==> src/core/link_rx_pkg.sv <==
package link_rx_pkg;

  // ---------------------------------------------------------------
  // register indices (byte address is four times the index)
  // ---------------------------------------------------------------
  localparam logic [11:0] IDX_LINK_PAGE  = 12'h300;
  localparam logic [11:0] IDX_INIT_SYNC  = 12'h473;
  localparam logic [11:0] IDX_CTRL_MAIN  = 12'h475;
  localparam logic [11:0] IDX_CTRL_ERR   = 12'h476;
  localparam logic [11:0] IDX_IRQ_STATUS = 12'h4f0;
  localparam logic [11:0] IDX_IRQ_MASK   = 12'h4f1;
  localparam logic [11:0] IDX_CHECKSUM   = 12'h4f2;
  localparam int unsigned ADDR_W         = 14;

  // ---------------------------------------------------------------
  // field positions, writable masks and reset values
  // ---------------------------------------------------------------
  localparam int unsigned SOFT_RST_BIT   = 3;
  localparam int unsigned FORCE_SYNC_BIT = 2;
  localparam int unsigned REPL_EN_BIT    = 0;
  localparam int unsigned QUALIFY_BIT    = 4;
  localparam int unsigned CKS_SEL_BIT    = 0;
  localparam logic [7:0]  CTRL_MAIN_WMASK = 8'h0d;
  localparam logic [7:0]  CTRL_ERR_WMASK  = 8'h11;
  localparam logic [7:0]  CTRL_MAIN_RST   = 8'h01;
  localparam logic [7:0]  CTRL_ERR_RST    = 8'h10;

  // ---------------------------------------------------------------
  // interrupt events, two per link
  // ---------------------------------------------------------------
  localparam int unsigned EV_SYNC_LOST  = 0;
  localparam int unsigned EV_FRAME_REPL = 1;
  localparam int unsigned EV_PER_LINK   = 2;

  // ---------------------------------------------------------------
  // packed link configuration: 11 bytes, low field mask and
  // shift of the upper field (0 means no upper field)
  // ---------------------------------------------------------------
  localparam int unsigned CFG_BYTES = 11;
  localparam logic [87:0] CFG_LOW_MASK =
    88'hff_0f_1f_1f_ff_1f_ff_1f_1f_1f_1f;
  localparam logic [32:0] CFG_HI_SHIFT =
    33'b000_000_000_111_000_000_000_110_101_101_111;

  // ---------------------------------------------------------------
  // bus phase tracking
  // ---------------------------------------------------------------
  typedef enum logic [1:0] {
    ST_IDLE   = 2'b01,
    ST_ACCESS = 2'b10
  } apb_state_t;

endpackage

==> src/core/cfg_checksum.sv <==
`timescale 1ns/100ps
module cfg_checksum (
  // clock and reset
  input  wire logic        pclk,
  input  wire logic        presetn,
  // control
  input  wire logic        soft_reset,
  input  wire logic        method_sel,
  // packed bytes, byte 0 in the low bits
  input  wire logic [87:0] cfg_bytes,
  // result
  output logic      [7:0]  sum_q
);

  logic [7:0] byte_val  [link_rx_pkg::CFG_BYTES];
  logic [7:0] field_val [link_rx_pkg::CFG_BYTES];
  logic [7:0] byte_sum;
  logic [7:0] field_sum;

  // -------------------------------------------------------------
  // per byte: raw value and the sum of the fields packed in it
  // -------------------------------------------------------------
  for (genvar i = 0; i < link_rx_pkg::CFG_BYTES; i++) begin : g_byte
    logic [2:0] hs;
    logic [7:0] lo;
    assign byte_val[i] = cfg_bytes[i*8 +: 8];
    assign lo = link_rx_pkg::CFG_LOW_MASK[(10-i)*8 +: 8];
    assign hs = link_rx_pkg::CFG_HI_SHIFT[(10-i)*3 +: 3];
    assign field_val[i] = (byte_val[i] & lo) + ((hs == 3'h0) ? 8'h00 : (byte_val[i] >> hs));
  end

  // mod 256 falls out of the 8-bit accumulators
  always_comb begin
    byte_sum  = 8'h00;
    field_sum = 8'h00;
    for (int i = 0; i < link_rx_pkg::CFG_BYTES; i++) begin
      byte_sum  = byte_sum + byte_val[i];
      field_sum = field_sum + field_val[i];
    end
  end

  // result register, cleared by the link soft reset
  always_ff @(posedge pclk or negedge presetn) begin
    if (!presetn) begin
      sum_q <= 8'h00;
    end else if (soft_reset) begin
      sum_q <= 8'h00;
    end else begin
      sum_q <= method_sel ? byte_sum : field_sum;
    end
  end

  a_cks_fields: assert property (@(posedge pclk) disable iff (!presetn)
    !soft_reset && !method_sel |=> sum_q == $past(field_sum))
    else $error("field checksum wrong");
  a_cks_bytes: assert property (@(posedge pclk) disable iff (!presetn)
    !soft_reset && method_sel |=> sum_q == $past(byte_sum))
    else $error("byte checksum wrong");

endmodule // cfg_checksum

==> src/core/link_err_path.sv <==
`timescale 1ns/100ps
module link_err_path (
  // clock and reset
  input  wire logic       pclk,
  input  wire logic       presetn,
  // controls from the bank
  input  wire logic       soft_reset,
  input  wire logic       force_sync,
  input  wire logic       repl_en,
  input  wire logic       qualify,
  // lane side
  input  wire logic [1:0] lane_sync_in,
  input  wire logic       frame_err,
  input  wire logic       nit_err,
  input  wire logic       rd_err,
  // results
  output logic      [1:0] lane_sync_q,
  output logic            sync_req_q,
  output logic            frame_replace_q,
  output logic            rd_err_rpt_q,
  output logic            ev_sync_lost
);

  // lane sync status, lost while the link is in soft reset
  always_ff @(posedge pclk or negedge presetn) begin
    if (!presetn) begin
      lane_sync_q <= 2'b00;
    end else begin
      lane_sync_q <= soft_reset ? 2'b00 : lane_sync_in;
    end
  end

  // a lane that was synced and drops raises an event
  assign ev_sync_lost = !soft_reset && |(lane_sync_q & ~lane_sync_in);

  // sync request; also held during reset so the far end restarts
  always_ff @(posedge pclk or negedge presetn) begin
    if (!presetn) begin
      sync_req_q <= 1'b0;
    end else begin
      sync_req_q <= force_sync | soft_reset;
    end
  end

  // frame substitution and disparity error reporting
  always_ff @(posedge pclk or negedge presetn) begin
    if (!presetn) begin
      frame_replace_q <= 1'b0;
      rd_err_rpt_q    <= 1'b0;
    end else begin
      frame_replace_q <= !soft_reset && repl_en && frame_err;
      rd_err_rpt_q    <= !soft_reset && rd_err && !(qualify && nit_err);
    end
  end

  a_lane_sync_track: assert property (@(posedge pclk) disable iff (!presetn)
    !soft_reset |=> lane_sync_q == $past(lane_sync_in))
    else $error("lane sync status not tracking");
  a_soft_reset_clear: assert property (@(posedge pclk) disable iff (!presetn)
    soft_reset |=> lane_sync_q == 2'b00 && !frame_replace_q && !rd_err_rpt_q)
    else $error("soft reset did not clear link state");
  a_force_sync_out: assert property (@(posedge pclk) disable iff (!presetn)
    force_sync |=> sync_req_q)
    else $error("forced sync request missing");
  a_frame_replace: assert property (@(posedge pclk) disable iff (!presetn)
    !soft_reset && frame_err |=> frame_replace_q == $past(repl_en))
    else $error("frame replacement wrong");
  a_disparity_plain: assert property (@(posedge pclk) disable iff (!presetn)
    !soft_reset && !qualify && rd_err ##0 nit_err |=> rd_err_rpt_q)
    else $error("disparity error lost with qualify off");

endmodule // link_err_path

==> src/core/link_rx_regs.sv <==
// What this block does
// - lanes 1 and 0 each report read-only init sync status, resetting to 0.
// - every field except the link page selector and interrupt status and mask is banked per link, chosen by the link page selector.
// - soft reset bit 3 synchronously returns link receiver hardware to reset state.
// - force sync bit 2 makes the receiver assert a sync request.
// - frame replace enable, reset 1, substitutes frames received with errors.
// - with qualify at 0, a not-in-table error leaves disparity reporting alone.
// - checksum method 0 sums the individual configuration fields.
// - checksum method 1 sums packed config bytes 0x450 to 0x45a modulo 256.
//
// Local design decision: the APB slave port.
`timescale 1ns/100ps
module link_rx_regs #(
  parameter int unsigned NUM_LINKS = 2
) (
  // clock and reset
  input  wire logic                               pclk,
  input  wire logic                               presetn,
  // apb slave
  input  wire logic                               psel,
  input  wire logic                               penable,
  input  wire logic                               pwrite,
  input  wire logic [link_rx_pkg::ADDR_W-1:0]     paddr,
  input  wire logic [31:0]                        pwdata,
  output logic                                    pready,
  output logic      [31:0]                        prdata,
  output logic                                    pslverr,
  // lane side inputs, one slice per link
  input  wire logic [2*NUM_LINKS-1:0]             lane_sync_in,
  input  wire logic [NUM_LINKS-1:0]               frame_err,
  input  wire logic [NUM_LINKS-1:0]               nit_err,
  input  wire logic [NUM_LINKS-1:0]               rd_err,
  input  wire logic [88*NUM_LINKS-1:0]            cfg_bytes,
  // link side outputs
  output logic      [NUM_LINKS-1:0]               link_soft_reset,
  output logic      [NUM_LINKS-1:0]               sync_request,
  output logic      [NUM_LINKS-1:0]               frame_replace,
  output logic      [NUM_LINKS-1:0]               rd_err_report,
  output logic      [8*NUM_LINKS-1:0]             cfg_checksum,
  // interrupt
  output logic                                    irq
);

  // ---------------------------------------------------------------
  // sizes
  // ---------------------------------------------------------------
  localparam int unsigned PW  = (NUM_LINKS > 1) ? $clog2(NUM_LINKS) : 1;
  localparam int unsigned EVW = NUM_LINKS * link_rx_pkg::EV_PER_LINK;

  if (NUM_LINKS < 1 || NUM_LINKS > 8) begin : g_bad_links
    $error("NUM_LINKS must be 1 to 8");
  end

  // ---------------------------------------------------------------
  // declarations
  // ---------------------------------------------------------------
  link_rx_pkg::apb_state_t state_q;
  link_rx_pkg::apb_state_t state_d;
  logic [PW-1:0]           page_q;
  logic [7:0]              ctrl_main_q [NUM_LINKS];
  logic [7:0]              ctrl_err_q  [NUM_LINKS];
  logic [EVW-1:0]          irq_status_q;
  logic [EVW-1:0]          irq_mask_q;
  logic [EVW-1:0]          events;
  logic [1:0]              lane_sync_q [NUM_LINKS];
  logic [7:0]              checksum_q  [NUM_LINKS];
  logic [11:0]             idx;
  logic                    setup;
  logic                    wr_en;
  logic [31:0]             rd_word;
  logic                    rd_bad;

  assign idx   = paddr[link_rx_pkg::ADDR_W-1:2];
  assign setup = psel && !penable;
  // writes take effect at the completing access edge only
  assign wr_en = psel && penable && pwrite && pready && !pslverr;

  // ---------------------------------------------------------------
  // address decode
  // ---------------------------------------------------------------
  // unaligned addresses are refused rather than aliased
  function automatic logic is_mapped(input logic [11:0] i, input logic [1:0] lo);
    is_mapped = (lo == 2'b00) &&
                (i == link_rx_pkg::IDX_LINK_PAGE  || i == link_rx_pkg::IDX_INIT_SYNC ||
                 i == link_rx_pkg::IDX_CTRL_MAIN  || i == link_rx_pkg::IDX_CTRL_ERR  ||
                 i == link_rx_pkg::IDX_IRQ_STATUS || i == link_rx_pkg::IDX_IRQ_MASK  ||
                 i == link_rx_pkg::IDX_CHECKSUM);
  endfunction

  function automatic logic wr_hit(input logic [11:0] i, input logic [11:0] reg_idx);
    wr_hit = (i == reg_idx);
  endfunction

  // ---------------------------------------------------------------
  // apb phase tracking: one access cycle, no wait states
  // ---------------------------------------------------------------
  always_comb begin
    case (state_q)
      link_rx_pkg::ST_IDLE:   state_d = setup ? link_rx_pkg::ST_ACCESS : link_rx_pkg::ST_IDLE;
      link_rx_pkg::ST_ACCESS: state_d = setup ? link_rx_pkg::ST_ACCESS : link_rx_pkg::ST_IDLE;
      default:                state_d = link_rx_pkg::ST_IDLE;
    endcase
  end

  always_ff @(posedge pclk or negedge presetn) begin
    if (!presetn) begin
      state_q <= link_rx_pkg::ST_IDLE;
    end else begin
      state_q <= state_d;
    end
  end

  // ready only once the setup phase has loaded read data
  assign pready = psel && penable && (state_q == link_rx_pkg::ST_ACCESS);

  // ---------------------------------------------------------------
  // link page selector
  // ---------------------------------------------------------------
  // only the low PW bits of the page are kept; a value there beyond the last link is ignored so banks never alias
  always_ff @(posedge pclk or negedge presetn) begin
    if (!presetn) begin
      page_q <= '0;
    end else if (wr_en && wr_hit(idx, link_rx_pkg::IDX_LINK_PAGE)) begin
      if (32'(pwdata[PW-1:0]) < NUM_LINKS) begin
        page_q <= pwdata[PW-1:0];
      end
    end
  end

  // ---------------------------------------------------------------
  // banked control registers, one copy per link
  // ---------------------------------------------------------------
  for (genvar l = 0; l < NUM_LINKS; l++) begin : g_bank
    logic sel;
    assign sel = wr_en && (32'(page_q) == l);

    // reserved bits are masked on write so they stay zero
    always_ff @(posedge pclk or negedge presetn) begin
      if (!presetn) begin
        ctrl_main_q[l] <= link_rx_pkg::CTRL_MAIN_RST;
      end else if (sel && wr_hit(idx, link_rx_pkg::IDX_CTRL_MAIN)) begin
        ctrl_main_q[l] <= pwdata[7:0] & link_rx_pkg::CTRL_MAIN_WMASK;
      end
    end

    // settings are expected to move only during soft reset
    always_ff @(posedge pclk or negedge presetn) begin
      if (!presetn) begin
        ctrl_err_q[l] <= link_rx_pkg::CTRL_ERR_RST;
      end else if (sel && wr_hit(idx, link_rx_pkg::IDX_CTRL_ERR)) begin
        ctrl_err_q[l] <= pwdata[7:0] & link_rx_pkg::CTRL_ERR_WMASK;
      end
    end

    assign link_soft_reset[l] = ctrl_main_q[l][link_rx_pkg::SOFT_RST_BIT];

    // per-link error path: sync, replacement, disparity reporting
    link_err_path u_path (
      .pclk            (pclk),
      .presetn         (presetn),
      .soft_reset      (ctrl_main_q[l][link_rx_pkg::SOFT_RST_BIT]),
      .force_sync      (ctrl_main_q[l][link_rx_pkg::FORCE_SYNC_BIT]),
      .repl_en         (ctrl_main_q[l][link_rx_pkg::REPL_EN_BIT]),
      .qualify         (ctrl_err_q[l][link_rx_pkg::QUALIFY_BIT]),
      .lane_sync_in    (lane_sync_in[2*l +: 2]),
      .frame_err       (frame_err[l]),
      .nit_err         (nit_err[l]),
      .rd_err          (rd_err[l]),
      .lane_sync_q     (lane_sync_q[l]),
      .sync_req_q      (sync_request[l]),
      .frame_replace_q (frame_replace[l]),
      .rd_err_rpt_q    (rd_err_report[l]),
      .ev_sync_lost    (events[l*link_rx_pkg::EV_PER_LINK + link_rx_pkg::EV_SYNC_LOST])
    );

    // configuration checksum in the chosen method
    cfg_checksum u_cks (
      .pclk       (pclk),
      .presetn    (presetn),
      .soft_reset (ctrl_main_q[l][link_rx_pkg::SOFT_RST_BIT]),
      .method_sel (ctrl_err_q[l][link_rx_pkg::CKS_SEL_BIT]),
      .cfg_bytes  (cfg_bytes[88*l +: 88]),
      .sum_q      (checksum_q[l])
    );

    assign cfg_checksum[8*l +: 8] = checksum_q[l];
    assign events[l*link_rx_pkg::EV_PER_LINK + link_rx_pkg::EV_FRAME_REPL] = frame_replace[l];
  end

  // ---------------------------------------------------------------
  // interrupt status and mask
  // ---------------------------------------------------------------
  // write one to clear; a new event in the same cycle wins
  always_ff @(posedge pclk or negedge presetn) begin
    if (!presetn) begin
      irq_status_q <= '0;
    end else if (wr_en && wr_hit(idx, link_rx_pkg::IDX_IRQ_STATUS)) begin
      irq_status_q <= (irq_status_q & ~pwdata[EVW-1:0]) | events;
    end else begin
      irq_status_q <= irq_status_q | events;
    end
  end

  // mask of the same layout, all events off after reset
  always_ff @(posedge pclk or negedge presetn) begin
    if (!presetn) begin
      irq_mask_q <= '0;
    end else if (wr_en && wr_hit(idx, link_rx_pkg::IDX_IRQ_MASK)) begin
      irq_mask_q <= pwdata[EVW-1:0];
    end
  end

  // level output, no extra flop so clears show at once
  assign irq = |(irq_status_q & irq_mask_q);

  // ---------------------------------------------------------------
  // read multiplexer
  // ---------------------------------------------------------------
  always_comb begin
    rd_word = 32'h0000_0000;
    case (idx)
      link_rx_pkg::IDX_LINK_PAGE:  rd_word[PW-1:0]  = page_q;
      link_rx_pkg::IDX_INIT_SYNC:  rd_word[1:0]     = lane_sync_q[page_q];
      link_rx_pkg::IDX_CTRL_MAIN:  rd_word[7:0]     = ctrl_main_q[page_q];
      link_rx_pkg::IDX_CTRL_ERR:   rd_word[7:0]     = ctrl_err_q[page_q];
      link_rx_pkg::IDX_IRQ_STATUS: rd_word[EVW-1:0] = irq_status_q;
      link_rx_pkg::IDX_IRQ_MASK:   rd_word[EVW-1:0] = irq_mask_q;
      link_rx_pkg::IDX_CHECKSUM:   rd_word[7:0]     = checksum_q[page_q];
      default:                     rd_word          = 32'h0000_0000;
    endcase
  end

  assign rd_bad = !is_mapped(idx, paddr[1:0]);

  // loaded in setup so read data leaves a flop in the access cycle
  always_ff @(posedge pclk or negedge presetn) begin
    if (!presetn) begin
      prdata  <= 32'h0000_0000;
      pslverr <= 1'b0;
    end else if (setup) begin
      prdata  <= (pwrite || rd_bad) ? 32'h0000_0000 : rd_word;
      pslverr <= rd_bad;
    end else if (!psel) begin
      pslverr <= 1'b0;
    end
  end

  // ---------------------------------------------------------------
  // checks
  // ---------------------------------------------------------------
  a_page_bank_isolation: assert property (@(posedge pclk) disable iff (!presetn)
    wr_en && wr_hit(idx, link_rx_pkg::IDX_CTRL_MAIN) && page_q == '0 && NUM_LINKS > 1
    |=> ctrl_main_q[NUM_LINKS-1] == $past(ctrl_main_q[NUM_LINKS-1]))
    else $error("write leaked into another link bank");

  a_ctrl_reserved_zero: assert property (@(posedge pclk) disable iff (!presetn)
    (ctrl_main_q[0] & ~link_rx_pkg::CTRL_MAIN_WMASK) == 8'h00 &&
    (ctrl_err_q[0] & ~link_rx_pkg::CTRL_ERR_WMASK) == 8'h00)
    else $error("reserved control bits set");

  a_soft_reset_drive: assert property (@(posedge pclk) disable iff (!presetn)
    wr_en && wr_hit(idx, link_rx_pkg::IDX_CTRL_MAIN) && page_q == '0 &&
    pwdata[link_rx_pkg::SOFT_RST_BIT] |=> link_soft_reset[0] ##1 sync_request[0])
    else $error("soft reset write not applied");

  a_read_sync_status: assert property (@(posedge pclk) disable iff (!presetn)
    setup && !pwrite && paddr == {link_rx_pkg::IDX_INIT_SYNC, 2'b00}
    |=> prdata == {30'h0, $past(lane_sync_q[page_q])})
    else $error("sync status read wrong");

  a_irq_sticky: assert property (@(posedge pclk) disable iff (!presetn)
    events[0] |=> irq_status_q[0] [*2])
    else $error("event not held in status");

  c_force_sync: cover property (@(posedge pclk) disable iff (!presetn)
    wr_en && wr_hit(idx, link_rx_pkg::IDX_CTRL_MAIN) ##2 sync_request[0]);
  c_page_switch: cover property (@(posedge pclk) disable iff (!presetn)
    $changed(page_q) ##[1:20] wr_en && wr_hit(idx, link_rx_pkg::IDX_CTRL_ERR));
  c_irq_raised: cover property (@(posedge pclk) disable iff (!presetn) $rose(irq));
  c_bad_addr: cover property (@(posedge pclk) disable iff (!presetn) pready && pslverr);

endmodule // link_rx_regs

==> config.mk <==
export PLATFORM = sky130hd
export DESIGN_NAME = link_rx_regs
export DESIGN_NICKNAME = d
export VERILOG_FILES = /design/src/core/link_rx_pkg.sv /design/src/core/cfg_checksum.sv /design/src/core/link_err_path.sv /design/src/core/link_rx_regs.sv
export SDC_FILE = /design/constraint.sdc
export NUM_CORES = 1
export LEC_CHECK = 0
export BUFFER_PORTS_ARGS = -buffer_cell sky130_fd_sc_hd__buf_4
export CORE_ASPECT_RATIO = 1.5
export CORE_MARGIN = 5
export CORE_UTILIZATION = 49
export CTS_CLUSTER_DIAMETER = 60
export CTS_CLUSTER_SIZE = 16
export DETAILED_ROUTE_END_ITERATION = 16
export PLACE_DENSITY_LB_ADDON = 0.3
export SLEW_MARGIN = 20
export SYNTH_ARGS = -nofsm -noshare
export SYNTH_HDL_FRONTEND = slang
export SYNTH_SLANG_ARGS = --single-unit
==> constraint.sdc <==
create_clock -name pclk -period 1.8 [get_ports pclk]
set_clock_uncertainty 0.15 [all_clocks]
set_input_delay 0.36 -clock pclk [delete_from_list [all_inputs] [get_ports pclk]]
set_output_delay 0.36 -clock pclk [all_outputs]
set_load 0.01 [all_outputs]
# ---- Yosys cells after proc, flatten, opt, wreduce, memory -nomap -nowiden
# Index checks and enable logic that the tools add are counted.
# W data, S select, Z words.
dict set report totals {
  ff_bits 80
  inputBits 237
  out_inout_bits 59
  wordCells 169
}
dict set report op_classes {
  addsub 50
  magnitude_cmp 1
  eq_ne 10
  muxes 28
  bitwise 13
  n_reduce_logical 47
}
# operator n
set op_table {}
lappend op_table {{$add A8 B8 Y8} 28}
lappend op_table {{$mux W8} 12}
lappend op_table {{$eq A12 B11 Y1 const B} 6}
lappend op_table {{$add A8 B6 Y8} 6}
lappend op_table {{$add A8 B5 Y8} 4}
lappend op_table {{$logic_and A1 B1 Y1} 28}
lappend op_table {{$add A5 B1 Y6} 4}
lappend op_table {{$add A5 B3 Y6} 4}
lappend op_table {{$add A8 B4 Y8} 2}
lappend op_table {{$mux W2} 7}
lappend op_table {{$add A5 B2 Y6} 2}
lappend op_table {{$eq A12 B10 Y1 const B} 1}
lappend op_table {{$pmux W4 S3} 1}
lappend op_table {{$pmux W2 S5} 1}
lappend op_table {{$and A4 B4 Y4} 2}
lappend op_table {{$mux W4} 2}
lappend op_table {{$or A4 B4 Y4} 2}
lappend op_table {{$logic_not A1 Y1} 7}
lappend op_table {{$logic_or A1 B1 Y1} 7}
lappend op_table {{$pmux W1 S7} 1}
lappend op_table {{$pmux W1 S6} 1}
lappend op_table {{$reduce_or A2 Y1} 3}
lappend op_table {{$mux W5} 1}
lappend op_table {{$and A2 B2 Y2} 2}
lappend op_table {{other kinds (12)} 15}

# ---- Logic depth before layout (Yosys ltp)
# Gate-level depths: netlist of the first run.
dict set report logic_depth {
  ltp_word 12
  ltp_mapped 21
  mapped_depth_nobuf 21
}

# ---- Cells and area by module
# From an unflattened synthesis of the first run, not the netlist that was laid out.
dict set report unflattened {
  hier_cells 947
  area_unflattened_um2 10147.2
}
# module n_inst cells_per_inst area_per_inst_um2 seq_area_each_um2
set modules_own_cells {}
lappend modules_own_cells {{cfg_checksum at g_bank[0].u_cks} 1 363 3910.0 200.2}
lappend modules_own_cells {{cfg_checksum at g_bank[1].u_cks} 1 352 3868.7 200.2}
lappend modules_own_cells {link_rx_regs 1 202 1998.2 757.0}
lappend modules_own_cells {link_err_path 2 15 185.2 125.1}

# ---- Worst setup path after synthesis of the first run
# Ideal clock, no wire load.
dict set report synth_timing {
  path_type {input port to flip-flop}
  from {in cfg_bytes[65]}
  to {reg g_bank[0].u_cks.sum_q[6]}
  setup_ps 125
  arrival_time_ps 4851
  t_required_ps 1525
  setup_slack_ps -3326
  path_stages 19
  path_buffers 0
  path_cell_list {ha_1 -> a21o_1 -> a21o_1 -> xor2_1 -> fa_1 -> inv_1 -> fa_1 -> inv_1 -> fa_1 -> fa_1 -> inv_1 -> fa_1 -> inv_1 -> ha_1 -> a21o_1 -> a21o_1 -> a21oi_1 -> nor3b_1 -> a2111oi_0}
}
dict set report synth_via {
  elab_chain_len 6
  elab_cells_between_ends 9
  cone_classes {add/sub (7); mux (2)}
}
# item line
set synth_lines {}
lappend synth_lines {{start, declared} link_rx_regs.sv:33} ;# input wire logic [88*NUM_LINKS-1:0] cfg_bytes,
lappend synth_lines {{$add A5 B3 Y6} cfg_checksum.sv:29} ;# assign field_val[i] = (byte_val[i] & lo) + ((hs == 3'h0) ? 8'h00 : (byte_val[i] >> hs));
lappend synth_lines {{$add A8 B6 Y8 (3 in a row)} cfg_checksum.sv:38} ;# field_sum = field_sum + field_val[i];
lappend synth_lines {{$mux W8 (*)} cfg_checksum.sv:49} ;# sum_q <= method_sel ? byte_sum : field_sum;
lappend synth_lines {{$mux W8 (*)} cfg_checksum.sv:46} ;# end else if (soft_reset) begin
lappend synth_lines {{end signal, assigned} cfg_checksum.sv:49}
lappend synth_lines {{end, declared} cfg_checksum.sv:12} ;# output logic [7:0] sum_q
# Every way passes the cells marked *; elsewhere a longest branch is shown, timed or not.
# A chain may end at the register's enable or synchronous reset.

# ---- Worst setup path after layout of the first run
# Ends and elaborated chain as after synthesis.

==> results of run 1 <==
## placed cells by master (no fill, tap or decap), drive strengths merged, types with 3 or more instances in the layout
| cell | count |
|---|---|
| buf | 405 |
| inv | 264 |
| fa | 214 |
| xnor2 | 64 |
| ha | 57 |
| dfrtp | 51 |
| nor2 | 44 |
| nand2 | 31 |
| conb | 24 |
| a21oi | 23 |
| mux2 | 21 |
| mux2i | 16 |
| xor2 | 16 |
| a21o | 15 |
| nand3 | 10 |
| o21ai | 9 |
| nor2b | 7 |
| nor3b | 6 |
| a22oi | 5 |
| a22o | 5 |
| clkbuf | 5 |
| dfstp | 5 |
| nand3b | 4 |
| xnor3 | 4 |
| a211oi | 4 |
| o21bai | 4 |
| nor4 | 4 |
| nand4 | 3 |
| or2 | 3 |
| o211ai | 3 |
| o31ai | 3 |
| and3 | 3 |
## layer usage
metal | GRT usage [%] | vias to the layer above
li1 | - | 3611
met1 | 24.83 | 3793
met2 | 44.02 | 234
met3 | 2.741 | 54
met4 | 8.244 | 0
met5 | 0 | -
## cell type report
type | instances | share of cell area, %
clock buffers | 5 | 0.8882
clock inverters | 3 | 0.3020
inverters | 264 | 7.034
multi-input cells | 619 | 56.98
flip-flops and latches | 56 | 9.992
well taps | 264 | 2.345
repair buffers | 406 | 22.46
## synthesized netlist by cell type (2+ instances only)
master | count | share of area, %
dfstp_2 | 5 | 1.3
a22oi_1 | 5 | 0.37
o21bai_1 | 4 | 0.30
ha_1 | 57 | 7.1
a22o_1 | 5 | 0.44
dfrtp_1 | 51 | 13
buf_4 | 32 | 2.4
a211oi_1 | 4 | 0.30
nor3b_1 | 5 | 0.37
nand4_1 | 3 | 0.19
nor4b_1 | 2 | 0.17
o221ai_1 | 2 | 0.17
or2_2 | 3 | 0.19
nand3_1 | 10 | 0.50
nor2_1 | 43 | 1.6
and3_1 | 3 | 0.19
xnor2_1 | 62 | 5.4
nor4_1 | 2 | 0.12
o211ai_1 | 3 | 0.22
nand2b_1 | 2 | 0.12
mux2_2 | 21 | 2.4
xnor2_2 | 2 | 0.32
nand3b_1 | 4 | 0.30
nand2_1 | 31 | 1.2
inv_1 | 264 | 9.9
o31ai_1 | 3 | 0.22
xnor3_1 | 4 | 0.90
fa_1 | 214 | 43
xor2_1 | 16 | 1.4
mux2i_1 | 16 | 1.6
a21oi_1 | 23 | 1.1
o21ai_0 | 8 | 0.40
nand4bb_1 | 2 | 0.22
nand4b_1 | 2 | 0.17
a2111oi_0 | 2 | 0.17
a21o_1 | 15 | 1.1
nor2b_1 | 7 | 0.44
clkbuf_1 | 8 | 0.30
## power breakdown
part           switching, mW  internal (mW)  total (mW)  leakage [nW]
combinational           12.5           14.8        27.3          6.43
clock                  0.436          0.654        1.09        0.0798
sequential             0.189           1.68        1.87         0.700
total                   13.1           17.1        30.3          7.21
## final timing paths
kind | startpoint | cells past startpoint | slack [ns] | end
worst max-delay path | cfg_bytes[65] | 20 | -3.12 | g_bank[0].u_cks.sum_q[6]
worst max register to register | state_q[0] | 7 | -0.10 | ctrl_main_q[2]
min in group asynchronous | presetn | 2 | 0.36 | g_bank[1].u_path.sync_req_q
worst min register to register | g_bank[1].u_path.frame_replace_q | 1 | 0.31 | irq_status_q[3]
worst min-delay path | nit_err[1] | 2 | 0.09 | g_bank[1].u_path.rd_err_rpt_q
max in group asynchronous | presetn | 3 | 0.58 | ctrl_main_q[8]
## what timing repair did
action | CTS | global route
setup endpoints to repair | 35 | 40
gates resized for setup | 75 | 36
pin swaps | 41 | 34
hold buffers | 1 | 0
hold endpoints to repair | 23 | 0
setup buffers | 4 | 6
## cells by family after synthesis
| group | count (synthesis) |
|---|---|
| AO/OA/AOI/OAI | 78 |
| XOR/XNOR | 84 |
| adder cells (fa/ha/maj) | 271 |
| buffers and inverters | 306 |
| flip-flops | 56 |
| multiplexers | 37 |
| other | 1 |
| AND/OR/NAND/NOR | 125 |
## through the flow
step	std cells	setup WS (ns)	hold slack, ns	total power, mW	area (sq um)
after global placement	1601	-3.307	0.1444	24.09	13410
after detailed placement	1601	-3.476	0.1435	25.03	13410
after global routing	1617	-3.300	0.08114	33.65	14090
after CTS	1614	-3.108	0.08096	28.75	13920
after floorplan	981	-3.061	-0.08559	17.65	10360
final	1617	-3.115	0.08653	30.28	14090
## state kept, by name (all words and copies together) (netlist names), 4 cells and up
signal                     cells
irq_mask_q                     4
g_bank.u_cks.sum_q            16
prdata                         8
g_bank.u_path.lane_sync_q      4
irq_status_q                   4
ctrl_main_q                    4
ctrl_err_q                     4
==> flow_summary.yaml, run 1 <==
status:
  status: "finished, violations left"
  violations: "setup timing"
sta:
  fmax_ghz: 0.2035
  setup_viol: 35
  rsz0062_at_grt: "yes"
  finalSetupTns_ns: -41.69
  setup_slack_ns: -3.115
  post-route-period-util_pct: 273.1
  finalWorstPathRequiredPeriod_ns: 4.915
  hold_violations: 0
  drv_slew: 0
routing:
  vias: 7692
  wirelength_um: 26180
  ant_nets: 0
  met3WireLength_um: 1376
  top_layer_used: "met4"
  drtIter0Drc: 203
  wl_met2_um: 14750
  routedLengthMet1_um: 9094
  routed_via_density: 4.757
  routedWlPerCell_um: 16.19
  route.detailed.drc: 0
  dr.pass1.iters: 4
critical_path:
  cp_slowest_cell: "fa_1"
  crit_chain: "buf_8 -> ha_4 -> a21o_1 -> a21o_1 -> xor2_2 -> fa_1 -> inv_1 -> fa_1 -> inv_2 -> fa_1 -> fa_1 -> inv_2 -> fa_1 -> inv_2 -> ha_4 -> a21o_1 -> a21o_1 -> a21oi_2 -> nor3b_1 -> a2111oi_1"
  critical_path.max_fanout: 3
  crit_top_cell: "fa_1"
  slowest_delay_ns: 0.51
  crit_family: "adder cells"
  cp.required_ns: 1.81
  cp.arrival_ns: 4.93
  crit_type: "in -> reg"
  crit_path_start_kind: "input port"
  critPathBufInv: 5
  setup.worst_path.end_class: "flop"
pwr:
  p_per_area_nw_per_um2: 2149
  cellLeakagePower_nw: 7.210
  ir_drop_mv: 1.800
floorplanning:
  die_area_sq_um: 23520
  start_util_pct: 49.39
  io_pins: 296
  core_area_sq_um: 20340
  fp.dieH_um: 185.4
  rows: 64
  die_w_um: 126.9
placed_design:
  numPortBuffers: 244
  dp_hpwl_um: 23950
  finalWeightedCongestion: 0.8991
synthesis:
  ys_seq_area_share_pct: 14.01
  synth_xor_area_share_pct: 8.021
  synth_fa_ha_area_share_pct: 49.74
  synthSimpleGateAreaFrac_pct: 6.439
  synthArstFlopShare_pct: 100.0
  synth_top_family_by_area: "adder cells"
  ys_seq_elements: 56
  synth_edf_count: 0
  synth_area_sq_um: 10050
  yosys_most_used_dff: "dfrtp_1"
  synthMuxAreaShare_pct: 3.948
  avgSynthCellArea_sq_um: 10.49
  synth_compound_area_share_pct: 5.156
  syn_inst: 958
  synth_cell_types: 51
  synth_warnings: 0
global_routing:
  grt_antenna_before_repair: 0
  grt_start_max_net_pins: 31
  grt_pass1_vias: 8891
  grt_pass1_wl_um: 41860
  grt_overflow: 0
  track_usage_pct: 22.58
cts:
  cts_tree: "yes"
  clkLatencyLatePin_ns: 0.30
  cts.reportedPaths.clkPinSlew_ns: 0.07
  clockBufferDepth: 2
  clock-root-buffer: "clkbuf_16"
  cts_max_level: 2
  cts_num_sinks: 56
  numCtsBuffers: 5
final_layout:
  fillers: 1565
  layout-drive-gt1-share_pct: 39.10
  multi_input_area_sq_um: 8026
  syn_to_final_growth_pct: 40.23
  final_util_pct: 69.26
  seq_area_sq_um: 1408
  diodes: 0
  nets: 1860
worst_hold_path:
  min-delay-path-class: "in -> reg"
job:
  maxCapViolations: 0
No activity file was read; power rests on OpenSTA's default activity.
==> inputs of run 2 (changes only) <==
--- a/config.mk
+++ b/config.mk
@@ -15,2 +15,3 @@
 export PLACE_DENSITY_LB_ADDON = 0.3
+export SKIP_LAST_GASP = 1
 export SLEW_MARGIN = 20
==> constraint.sdc (replaced) <==
create_clock -name pclk -period 1.8 [get_ports pclk]
set_clock_uncertainty 0.15 [all_clocks]
set_input_delay 0.18 -clock pclk [delete_from_list [all_inputs] [get_ports pclk]]
set_output_delay 0.18 -clock pclk [all_outputs]
set_load 0.01 [all_outputs]
==> run 2 against run 1 <==
Net effect: hold slack got worse by 0.094 ns; highest routed layer unchanged; largest cell class unchanged; worst setup slack improved by 0.22 ns; the run ends with hold timing, setup timing left; maximum frequency rose by 4.7%; utilization fell by 0.31 points; critical endpoint is now g_bank[1].u_cks.sum_q[6]; sequential cell count did not move; critical path depth did not move; sequential power barely moved.
==> flow_summary.yaml, run 2 (synthesis results as in run 1) <==
routing:
  vias: 7762
  ant_nets: 0
  wirelength_um: 26400
  drtIter0Drc: 246
  dr.pass1.iters: 4
  route.detailed.drc: 0
  routed_via_density: 4.794
  routedWlPerCell_um: 16.30
sta:
  drv_slew: 0
  fmax_ghz: 0.2130
  finalSetupTns_ns: -38.81
  finalWorstPathRequiredPeriod_ns: 4.694
  post-route-period-util_pct: 260.8
  maxSlewHeadroom_pct: 54.68
  rsz0062_at_grt: "yes"
  setup_viol: 34
  hold_violations: 1
  setup_slack_ns: -2.894
  worst_pin_slew_ns: 0.6798
  timing.hold.ws_ns: -0.006975
placed_design:
  placed_area_sq_um: 13300
  numPortBuffers: 244
  finalWeightedCongestion: 0.9298
  dp_cells: 1594
  dp_hpwl_um: 23720
worst_hold_path:
  hold_path_depth: 3
  worstHoldStart: "lane_sync_in[1]"
  hold_end: "g_bank[0].u_path.lane_sync_q[1]"
  min-delay-path-class: "in -> reg"
pwr:
  ir_drop_mv: 1.988
  cellLeakagePower_nw: 7.192
  p_per_area_nw_per_um2: 2120
  finalPower_mw: 29.73
critical_path:
  crit_type: "in -> reg"
  crit_chain: "buf_8 -> ha_4 -> a21o_1 -> a21oi_2 -> xnor2_2 -> fa_1 -> inv_2 -> fa_1 -> inv_2 -> fa_1 -> fa_1 -> inv_1 -> fa_1 -> inv_2 -> ha_4 -> a21o_1 -> a21o_1 -> a21oi_2 -> nor3b_2 -> a2111oi_2"
  reg2reg_slack_ns: -0.09
  crit_top_cell: "fa_1"
  crit_path_start_kind: "input port"
  cp.arrival_ns: 4.73
  rr_startpoint: "state_q[0]"
  r2r_end: "link_soft_reset[1]"
  critical_path.max_fanout: 3
  cp_slowest_cell: "fa_1"
  rr_worst_depth: 7
  cp.required_ns: 1.84
  slowest_delay_ns: 0.52
  setup.worst_path.end_class: "flop"
global_routing:
  track_usage_pct: 22.62
  grt_start_max_net_pins: 57
  grt_pass1_vias: 8801
  grt_antenna_before_repair: 0
  grt_overflow: 0
  grt_pass1_wl_um: 41960
final_layout:
  final_design_area_no_fill_sq_um: 14020
  layout_common_cells: "buf_4, inv_1, fa_1"
  diodes: 0
  layout-drive-gt1-share_pct: 38.30
  largestRegisters: "g_bank.u_cks.sum_q: 16 flops, prdata: 8 flops"
  syn_to_final_growth_pct: 39.59
  post_layout_nonfiller_instances: 1619
  top_register: "g_bank.u_cks.sum_q"
  final_util_pct: 68.95
  largest_reg_flops: 16
  final_common_cell: "buf_4"
  nets: 1863
status:
  status: "finished, violations left"
  violations: "hold timing, setup timing"
floorplanning:
  rows: 64
  fp.dieH_um: 185.4
  core_area_sq_um: 20340
  start_util_pct: 49.39
  die_area_sq_um: 23520
  io_pins: 296
  die_w_um: 126.9
cts:
  clkLatencyLatePin_ns: 0.30
  numCtsBuffers: 5
  clockBufferDepth: 2
  clock-root-buffer: "clkbuf_16"
  cts_num_sinks: 56
  cts_tree: "yes"
  cts.reportedPaths.clkPinSlew_ns: 0.06
  cts_max_level: 2
job:
  maxCapViolations: 0
==> run 2: worst max-delay path by stage <==
stage / startpoint / to / cells past startpoint
after floorplan: cfg_bytes[152] / g_bank[1].u_cks.sum_q[7] / 21
after detailed placement: cfg_bytes[64] / g_bank[0].u_cks.sum_q[6] / 20
final: cfg_bytes[153] / g_bank[1].u_cks.sum_q[6] / 20
after CTS: cfg_bytes[65] / g_bank[0].u_cks.sum_q[6] / 20
after global routing: cfg_bytes[153] / g_bank[1].u_cks.sum_q[6] / 20
after global placement: cfg_bytes[65] / g_bank[0].u_cks.sum_q[6] / 20
==> run 2: what timing repair did <==
item                                    CTS  global route
pin swaps                                55            44
endpoints found under the setup margin   34            35
hold buffers                             14             0
endpoints found under the hold margin    64             0
gates resized for setup                  65            41
buffers inserted                          4             2
==> run 2: layout make-up <==
cell class	instances	area, sq um
multi-input combinational	619	7961
fill	1573	6316
timing repair buffer	409	3196
sequential	56	1408
inverter	264	991.0
tap	264	330.3
clock buffer	5	125.1
clock inverter	2	12.51
==> run 2: power breakdown <==
part / leakage (nW) / total, mW / switching (mW) / internal (mW)
logic: 6.43 / 26.9 / 12.5 / 14.4
clock network: 0.0657 / 0.930 / 0.424 / 0.506
registers: 0.700 / 1.87 / 0.184 / 1.68
==> run 2: metrics by stage <==
| step | hold WS (ns) | setup WS [ns] |
|---|---|---|
| 3_5_place_dp | 0.1212 | -3.299 |
| 3_3_place_gp | 0.1173 | -3.126 |
| 4_1_cts | 0.0002223 | -2.934 |
| 5_1_grt | 0.008151 | -3.092 |
| 6_report | -0.006975 | -2.894 |
| 2_1_floorplan | -0.2656 | -2.881 |
==> run 2: worst max-delay path, delay by kind of cell <==
family	cells	cell delay (ns)
and+or+nand+nor	1	0.07
xor gates and xnor gates	1	0.09
adders and majority gates	7	2.96
buffers and inverters	5	0.28
AOI/OAI and AO/OA	6	1.16
==> run 2: layer usage <==
metal	global-route usage, %	vias to the layer above	share of wire [%]
li1	-	3619	-
met3	3.058	61	5.7
met5	0	-	0
met1	25.17	3827	35
met4	8.502	0	3.4
met2	43.41	255	56
